<file path="src/hdl/jump_seq_pkg.sv">
// Package for the jump and subroutine sequencer
`default_nettype none
package jump_seq_pkg;
   localparam int word_width = 16;
   localparam int page_bit = 10;
   localparam int indirect_bit = 15;
   localparam int offset_width = 10;
   localparam logic [15:0] pc_reset = 16'h0000;
   localparam logic [3:0] opcode_jump = 4'h5;
   localparam logic [3:0] opcode_call = 4'h3;
   localparam logic [15:0] word_no_operation = 16'h0000;
   localparam logic [15:0] word_halt_instruction = 16'h8400;
   typedef enum {
      st_fetch,
      st_indirect,
      st_execute,
      st_halted
   } phase_type;
   typedef enum logic [2:0] {
      op_other,
      op_no_operation,
      op_unconditional_jump,
      op_subroutine_call,
      op_halt_instruction
   } op_type;
   typedef struct packed {
      op_type op;
      logic indirect;
      logic current_page;
      logic [9:0] offset;
   } decoded_type;
   typedef struct packed {
      logic [15:0] addr;
      logic [15:0] wdata;
      logic we;
   } mem_req_type;
endpackage
`default_nettype wire

</file>
<file path="src/hdl/instr_decode.sv">
// Instruction word decoder for jump, call, no-operation and halt
`default_nettype none
module instr_decode
   import jump_seq_pkg::*;
(
   input wire logic [15:0] word_i,
   output var decoded_type dec_o
);
   always_comb
   begin
      dec_o.indirect = word_i[indirect_bit];
      dec_o.current_page = word_i[page_bit];
      dec_o.offset = word_i[offset_width-1:0];
      if (word_i == word_no_operation)
      begin
         dec_o.op = op_no_operation;
      end
      else if (word_i == word_halt_instruction)
      begin
         dec_o.op = op_halt_instruction;
      end
      else if (word_i[14:11] == opcode_jump)
      begin
         dec_o.op = op_unconditional_jump;
      end
      else if (word_i[14:11] == opcode_call)
      begin
         dec_o.op = op_subroutine_call;
      end
      else
      begin
         dec_o.op = op_other;
      end
   end
endmodule
`default_nettype wire

</file>
<file path="src/hdl/jump_subroutine_sequencer.sv">
// Program flow sequencer for jump and subroutine call instructions
//
// Overview of operation
// - Jump loads program counter with target
// - Direct jump finishes in one phase
// - Instructions other than jump, call and halt advance program counter by one
// - Execute end: increment address, copy to counter
// - Call fetch addresses target, counter unchanged
// - Call execute phase stores return address
// - After call both registers hold target+1
// - Return address is caller+1, kept in transfer
// - Page zero or current page direct, indirect to 0000-7FFF
// - Indirect call resolves like indirect jump
// - Indirect phase uses fetched word as address
// - Decode 026200 jump, 016773 call
// - Decode 126773 as indirect jump
// - All-zero word is no operation
// - Bit 10 clear forces page zero
// - Bit 15 on a jump or call inserts an indirect phase
`default_nettype none
module jump_subroutine_sequencer
   import jump_seq_pkg::*;
(
   input wire logic clk_sys_i,
   input wire logic reset_i,
   input wire logic start_i,
   input wire logic [15:0] start_addr_i,
   input wire logic [15:0] mem_rdata_i,
   output var mem_req_type mem_o,
   output logic [15:0] pc_o,
   output logic [15:0] transfer_o,
   output logic indirect_o,
   output logic halted_o
);
   typedef struct packed {
      phase_type phase;
      logic [15:0] pc;
      logic [15:0] mar;
      logic [15:0] tr;
      logic [15:0] instr;
      logic we;
      logic [15:0] wdata;
      logic ind;
      logic halt_instruction;
   } state_type;

   state_type s_q;
   state_type s_d;
   decoded_type dec;
   logic [15:0] target;
   logic [15:0] pc_next;

   // Decoded from the live memory word during fetch only
   instr_decode u_dec (
      .word_i(mem_rdata_i),
      .dec_o(dec)
   );

   // Page bits come from the address register, not the counter
   assign target = dec.current_page ? {s_q.mar[15:10], dec.offset} : {6'h00, dec.offset};
   assign pc_next = 16'(s_q.pc + 16'h0001);

   always_comb
   begin
      s_d = s_q;
      s_d.we = 1'b0;
      if (start_i)
      begin
         s_d.phase = st_fetch;
         s_d.pc = start_addr_i;
         s_d.mar = start_addr_i;
      end
      else
      begin
         case (s_q.phase)
            st_fetch:
            begin
               s_d.instr = mem_rdata_i;
               s_d.tr = mem_rdata_i;
               case (dec.op)
                  op_unconditional_jump:
                  begin
                     if (dec.indirect)
                     begin
                        s_d.mar = target;
                        s_d.phase = st_indirect;
                     end
                     else
                     begin
                        s_d.pc = target;
                        s_d.mar = target;
                     end
                  end
                  op_subroutine_call:
                  begin
                     s_d.mar = target;
                     if (dec.indirect)
                     begin
                        s_d.phase = st_indirect;
                     end
                     else
                     begin
                        // Store launched now, so it hits the target while still addressed
                        s_d.we = 1'b1;
                        s_d.wdata = pc_next;
                        s_d.phase = st_execute;
                     end
                  end
                  op_halt_instruction:
                  begin
                     s_d.phase = st_halted;
                  end
                  default:
                  begin
                     s_d.pc = pc_next;
                     s_d.mar = pc_next;
                  end
               endcase
            end
            st_indirect:
            begin
               s_d.tr = mem_rdata_i;
               if (mem_rdata_i[indirect_bit])
               begin
                  s_d.mar = {1'b0, mem_rdata_i[14:0]};
               end
               else if (s_q.instr[14:11] == opcode_jump)
               begin
                  s_d.pc = mem_rdata_i;
                  s_d.mar = mem_rdata_i;
                  s_d.phase = st_fetch;
               end
               else
               begin
                  s_d.mar = mem_rdata_i;
                  s_d.we = 1'b1;
                  s_d.wdata = pc_next;
                  s_d.phase = st_execute;
               end
            end
            st_execute:
            begin
               // Strobe drops here; the store lands on this edge
               s_d.tr = pc_next;
               s_d.pc = 16'(s_q.mar + 16'h0001);
               s_d.mar = 16'(s_q.mar + 16'h0001);
               s_d.phase = st_fetch;
            end
            st_halted:
            begin
               s_d.phase = st_halted;
            end
            default:
            begin
               s_d.phase = st_fetch;
            end
         endcase
      end
      // Flags registered so the outputs come straight from flops
      s_d.ind = (s_d.phase == st_indirect);
      s_d.halt_instruction = (s_d.phase == st_halted);
   end

   always_ff @(posedge clk_sys_i or posedge reset_i)
   begin
      if (reset_i)
      begin
         s_q <= '{phase: st_fetch, pc: pc_reset, mar: pc_reset, tr: 16'h0000,
                  instr: 16'h0000, we: 1'b0, wdata: 16'h0000, ind: 1'b0, halt_instruction: 1'b0};
      end
      else
      begin
         s_q <= s_d;
      end
   end

   // Address register always drives memory, so no extra write cycle is needed
   assign mem_o = '{addr: s_q.mar, wdata: s_q.wdata, we: s_q.we};
   assign pc_o = s_q.pc;
   assign transfer_o = s_q.tr;
   assign indirect_o = s_q.ind;
   assign halted_o = s_q.halt_instruction;

   property p_direct_jump;
      @(posedge clk_sys_i) disable iff (reset_i)
      (!start_i && s_q.phase == st_fetch && dec.op == op_unconditional_jump && !dec.indirect)
      |=> (pc_o == $past(target) && s_q.mar == $past(target) && s_q.phase == st_fetch);
   endproperty
   a_direct_jump: assert property (p_direct_jump) else $error("direct jump target wrong");

   property p_advance;
      @(posedge clk_sys_i) disable iff (reset_i)
      (!start_i && s_q.phase == st_fetch && dec.op == op_no_operation)
      |=> (pc_o == 16'($past(pc_o) + 16'h0001) && s_q.mar == pc_o);
   endproperty
   a_advance: assert property (p_advance) else $error("counter did not advance");

   property p_call_fetch;
      @(posedge clk_sys_i) disable iff (reset_i)
      (!start_i && s_q.phase == st_fetch && dec.op == op_subroutine_call && !dec.indirect)
      |=> (pc_o == $past(pc_o) && s_q.phase == st_execute);
   endproperty
   a_call_fetch: assert property (p_call_fetch) else $error("call fetch moved counter");

   property p_call_store;
      @(posedge clk_sys_i) disable iff (reset_i)
      (!start_i && s_q.phase == st_execute)
      |-> (mem_o.we && mem_o.addr == s_q.mar && mem_o.wdata == 16'(pc_o + 16'h0001));
   endproperty
   a_call_store: assert property (p_call_store) else $error("return address store wrong");

   property p_call_done;
      @(posedge clk_sys_i) disable iff (reset_i)
      (!start_i && s_q.phase == st_execute)
      |=> (pc_o == 16'($past(s_q.mar) + 16'h0001) && s_q.mar == pc_o && !mem_o.we
           && transfer_o == 16'($past(pc_o) + 16'h0001));
   endproperty
   a_call_done: assert property (p_call_done) else $error("call completion wrong");

   property p_page_zero;
      @(posedge clk_sys_i) disable iff (reset_i)
      (!start_i && s_q.phase == st_fetch && dec.op == op_subroutine_call && !dec.current_page)
      |=> (s_q.mar[15:10] == 6'h00);
   endproperty
   a_page_zero: assert property (p_page_zero) else $error("page zero not forced");

   property p_indirect_enter;
      @(posedge clk_sys_i) disable iff (reset_i)
      (!start_i && s_q.phase == st_fetch && dec.indirect
       && (dec.op == op_unconditional_jump || dec.op == op_subroutine_call))
      |=> indirect_o;
   endproperty
   a_indirect_enter: assert property (p_indirect_enter) else $error("indirect phase missing");

   property p_indirect_chain;
      @(posedge clk_sys_i) disable iff (reset_i)
      (!start_i && indirect_o && mem_rdata_i[15]) |=> (indirect_o && s_q.mar == {1'b0, $past(mem_rdata_i[14:0])});
   endproperty
   a_indirect_chain: assert property (p_indirect_chain) else $error("indirect chain broken");

   property p_indirect_jump;
      @(posedge clk_sys_i) disable iff (reset_i)
      (!start_i && indirect_o && !mem_rdata_i[15] && s_q.instr[14:11] == opcode_jump)
      |=> (pc_o == $past(mem_rdata_i) && s_q.mar == pc_o && s_q.phase == st_fetch);
   endproperty
   a_indirect_jump: assert property (p_indirect_jump) else $error("indirect jump wrong");
endmodule
`default_nettype wire

</file>
<file path="config.mk">
export PLATFORM = sky130hd
export DESIGN_NAME = jump_subroutine_sequencer
export DESIGN_NICKNAME = d
export VERILOG_FILES = /design/src/hdl/jump_seq_pkg.sv /design/src/hdl/instr_decode.sv /design/src/hdl/jump_subroutine_sequencer.sv
export SDC_FILE = /design/constraint.sdc
export NUM_CORES = 1
export LEC_CHECK = 0
export ABC_AREA = 1
export BUFFER_PORTS_ARGS = -buffer_cell sky130_fd_sc_hd__buf_2
export CAP_MARGIN = 20
export CORE_ASPECT_RATIO = 0.9
export CORE_MARGIN = 2
export CORE_UTILIZATION = 40
export DETAILED_ROUTE_END_ITERATION = 16
export PLACE_DENSITY = 0.59
export RECOVER_POWER = 50
export SLEW_MARGIN = 20
export SYNTH_ARGS = -nofsm -noshare
export SYNTH_HDL_FRONTEND = slang
export SYNTH_HIERARCHICAL = 1
export SYNTH_SLANG_ARGS = --single-unit
</file>
<file path="constraint.sdc">
create_clock -name clk_sys_i -period 9.2 [get_ports clk_sys_i]
set_input_delay 1.84 -clock clk_sys_i [delete_from_list [all_inputs] [get_ports clk_sys_i]]
set_output_delay 1.84 -clock clk_sys_i [all_outputs]
set_load 0.05 [all_outputs]
</file>
## After elaboration in Yosys (flattened, before gate mapping)

Cells that the tools add are included.

- Word-level logic and storage cells: 68
- Output and inout bits: 67
- Register bits after elaboration: 115

- Equality and inequality tests: 21
- Reduce and logical (&&, ||, !) cells: 12
- $add $sub $neg: 2
- Muxes and demuxes: 23
- Bitwise operators: 1

Operators by type and width:

| cell | number |
|---|---|
| $pmux W32 S3 | 2 |
| $pmux W48 S3 | 1 |
| $eq A32 B2 Y1 const B | 3 |
| $mux W17 | 5 |
| $mux W64 | 1 |
| $pmux W16 S2 | 2 |
| $mux W16 | 3 |
| $mux W48 | 1 |
| $pmux W17 S2 | 1 |
| $add A16 B1 Y16 const B | 2 |
| $eq A32 B1 Y1 const B | 1 |
| $eq A32 B3 Y1 const B | 1 |
| $logic_not A32 Y1 | 1 |
| $mux W32 | 1 |
| $eq A16 B16 Y1 const B | 1 |
| $logic_not A16 Y1 | 1 |
| $ne A3 B3 Y1 const B | 4 |
| $mux W3 | 3 |
| $eq A4 B3 Y1 const B | 2 |
| $eq A3 B2 Y1 const B | 2 |
| $mux W2 | 3 |
| $ne A2 B2 Y1 const B | 3 |
| $reduce_and A2 Y1 | 3 |
| $reduce_and A6 Y1 | 1 |
| other kinds (10) | 11 |

## Logic depth before layout (Yosys ltp)

- Depth after elaboration: 11
- Depth in mapped cells: 17
- Gate-level depth less buffers: 17

## Hierarchy

Netlist, hierarchy kept.

Modules (own cells, without submodules):

| module | cells each | instances | sequential area each (um^2) | area an instance (um^2) |
|---|---|---|---|---|
| jump_subroutine_sequencer | 1025 | 1 | 2577.5 | 6869.1 |
| instr_decode | 39 | 1 | 0.0 | 202.7 |

## Worst setup path after synthesis

OpenSTA, ideal clock, no wires.

- Kind: input to register
- Start: input mem_rdata_i[7]
- End: register s_q (netlist bit pc_o[0])
- Path slack: 5.798 ns
- Cell stages on the path: 16
- Data arrival time: 3.329 ns
- Buffers on the path: 1
- Required time: 9.127 ns
- Library setup time: 0.073 ns
- Cell sequence: nor2_1 -> nand2_1 -> nor2_2 -> inv_1 -> nor2_1 -> inv_1 -> nand2_1 -> clkinv_1 -> nand2_1 -> o211ai_1 -> nand3_1 -> nand2_1 -> nor2_4 -> buf_6 -> nor2_2 -> a21oi_2

RTL lines:

| item | line | source |
|---|---|---|
| start, declared | jump_subroutine_sequencer.sv:28 | `input wire logic [15:0] mem_rdata_i,` |
| end signal, assigned | jump_subroutine_sequencer.sv:168 | `s_q <= '{phase: st_fetch, pc: pc_reset, mar: pc_reset, tr: 16'h0000,` |
| end, declared | jump_subroutine_sequencer.sv:47 | `state_type s_q;` |

==> flow_metrics.env <==
export IMPL_cts_tree="built"
export IMPL_power_per_cell_area_nw_per_um2=161.8
export IMPL_path_clk_slew_ns=0.07
export IMPL_busiest_layer="met1"
export IMPL_use_met2=0.3504
export IMPL_critPathCapture="pc_o[11]$_DFFE_PP0P_"
export IMPL_worstRegToRegCells=11
export IMPL_path_class="input port to asynchronous set/reset pin"
export IMPL_post_cts_setup_buffers=0
export IMPL_vias=6609
export IMPL_drv_slew=143
export IMPL_drt_pass1_iterations=5
export IMPL_irDropWorstVdd_uv=76.36
export IMPL_cts_buffers=9
export IMPL_failed_checks="max-capacitance violations, max-slew violations"
export IMPL_final_hold_viol_count=0
export IMPL_p_clk_frac=0.346
export IMPL_drive_gt1_frac=0.1175
export IMPL_grt_use_met3=0.03523
export IMPL_cp_max_fo=62
export IMPL_start_util=0.4042
export IMPL_seqPwrFrac=0.422
export IMPL_ff2ff_setup_slack_ns=6.60
export IMPL_crit_required_ns=8.91
export IMPL_cts_sinks=103
export IMPL_end_kind="asynchronous set/reset pin"
export IMPL_grt_start_max_net_pins=63
export IMPL_gp_congestion=0.9685
export IMPL_comb_power_share=0.232
export IMPL_outcome="finished, violations left"
export IMPL_fin_total_pwr_w=0.001223
export IMPL_dieArea_um2=18760
export IMPL_cts_resized_gates=0
export IMPL_core_um2=17500
export IMPL_clockBufferDepth=2
export IMPL_yosys_top_cells_area="dfrtp_1 (36%), nand2_1 (19%), buf_4 (8.5%)"
export IMPL_synth_seq_cells=103
export IMPL_synth_distinct_cells=38
export IMPL_swShare=0.3543
export IMPL_rows=46
export IMPL_h_tree_depth=3
export IMPL_reg2reg_to="mem_o[32]$_DFFE_PP0P_"
export IMPL_clk_root_buffer_cell="clkbuf_16"
export IMPL_final_nets=1138
export IMPL_drc=0
export IMPL_post_place_ws_ns=4.046
export IMPL_dieHeight_um=130.1
export IMPL_r2r_start="s_q[114]$_DFF_PP0_"
export IMPL_finalWorstSetupSlack_ns=3.369
export IMPL_p_sw_w=0.0004331
export IMPL_clock_latency_ns=0.36
export IMPL_antenna_found_initial=1
export IMPL_finalWirelength_um=22240
export IMPL_startpoint="reset_i"
export IMPL_fin_crit_sh=0.6338
export IMPL_cts_hold_buf=0
export IMPL_gr_total_overflow=0
export IMPL_area_growth_syn_to_layout_pct=6.865
export IMPL_grt_use_total=0.2443
export IMPL_wl_per_cell_um=16.51
export IMPL_io_pins=102
export IMPL_first_iter_violations=695
export IMPL_routed_via_density=4.906
export IMPL_synth_seq_area_share=0.3645
export IMPL_fin_tns_setup_ns=0
export IMPL_grt_pass1_vias=5970
export IMPL_min_period_ns=5.831
export IMPL_die_w_um=144.2
export IMPL_yosys_warnings=6
export IMPL_grt_pass1_wl_um=34130
export IMPL_synth_top_area_cell="dfrtp_1"
export IMPL_slew_headroom=-1.259
export IMPL_rsz0062_at_grt="no"
export IMPL_ant_nets=0
export IMPL_max_cap_violations=3
export IMPL_fmax_mhz=171.5
export IMPL_startpoint_type="input port"
export IMPL_setup_viol=0
export IMPL_syn_area_um2=7072
export IMPL_synth_top_area_frac=0.3645
export IMPL_hp_class="flip-flop to flip-flop"
export IMPL_whs_ns=0.4772
export IMPL_worst_pin_slew_ns=3.389
export IMPL_fillCellCount=1969
export IMPL_met1_usage=0.3694
export IMPL_p_leak_nw=4.047
export IMPL_arrival_ns=5.54
export IMPL_final_common_cell="nand2_1"
export IMPL_fin_worst_skew_ns=0.008073
export IMPL_internal_power_w=0.0007895
export IMPL_avgSynthCellArea_um2=6.646
export IMPL_synthCells=1064
export IMPL_final_cell_mix="nand2_1 (362), nor2_1 (148), dfrtp_1 (103)"
export IMPL_io_buffers=101
export IMPL_hpwl_um=17030
## cell type report
type	instances	area [um2]	area share
multi-input cells	789	3517	0.4654
inverters	94	355.3	0.04702
flip-flops and latches	103	2577	0.3411
repair buffers	104	474.2	0.06275
clock buffers	9	225.2	0.02980
diodes	1	2.502	0.0003311
clock inverters	7	105.1	0.01391
well taps	240	300.3	0.03974
## worst min-delay path by stage
stage / start / cells after the start / endpoint / slack, ns
floorplan: mem_o[10]$_DFFE_PP0P_ / 2 / mem_o[10]$_DFFE_PP0P_ / 0.45
global placement: transfer_o[13]$_DFFE_PP0P_ / 2 / transfer_o[13]$_DFFE_PP0P_ / 0.46
detailed placement: transfer_o[9]$_DFFE_PP0P_ / 2 / transfer_o[9]$_DFFE_PP0P_ / 0.46
CTS: transfer_o[9]$_DFFE_PP0P_ / 2 / transfer_o[9]$_DFFE_PP0P_ / 0.48
global route: transfer_o[4]$_DFFE_PP0P_ / 2 / transfer_o[4]$_DFFE_PP0P_ / 0.50
finish: mem_o[1]$_DFFE_PP0P_ / 2 / mem_o[1]$_DFFE_PP0P_ / 0.48
## registers in the layout (all words and copies together), names as in the netlist
register and flops:
transfer_o 16, mem_o 33, halted_o 1, s_q 36, indirect_o 1, pc_o 16
## critical path, stage by stage
cell and delay, ns:
buf_2 0.10, clkinvlp_2 1.07, clkbuf_1 2.47
## kinds of logic (layout without fill, tap and decap cells)
group                      Yosys count  in the layout  share of synthesized area
buffers and inverters              201            214                     0.1545
xor gates and xnor gates             7              7                   0.008670
other                                1             31                  0.0005303
AOI/OAI and AO/OA                  102            102                    0.07944
adders and majority gates            2              2                   0.003538
DFF                                103            103                     0.3645
muxes                                1              1                   0.001592
and+or+nand+nor                    647            647                     0.3873
## power by group through the flow
stage	combinational, W	clock (W)	sequential, W
after floorplan	0.000229	0	0.000507
after global placement	0.000280	0	0.000525
after detailed placement	0.000281	0	0.000525
after CTS	0.000282	0.000437	0.000516
after global routing	0.000310	0.000453	0.000521
final	0.000283	0.000423	0.000516
## per-stage QoR
step / cell area, um2 / cells / utilization
after floorplan: 7181 / 1093 / -
after global placement: 7273 / 1330 / 0.4157
after detailed placement: 7273 / 1330 / 0.4157
after CTS: 7604 / 1346 / 0.4346
after global routing: 7557 / 1347 / 0.4319
final: 7557 / 1347 / 0.4319
## per-layer routing
metal  wire, um  vias to the layer above
met1      11010                     3035
li1           -                     3300
met4        652                        0
met3       1500                       34
met5          0                        -
met2       9084                      240
## cells in the mapped netlist, drive strengths merged
master,count
or2,3
o22ai,2
clkbuf,9
dfrtp,103
nand2,368
a21oi,28
buf,98
o211ai,3
clkinv,3
mux2,1
o21ai,66
nor2,168
nand3b,2
nand4,19
nand3,80
and2,4
inv,91
xnor2,1
o21bai,3
xor2,6
nor3,3
ha,2
conb,1
No activity file was read; power rests on OpenSTA's default activity.
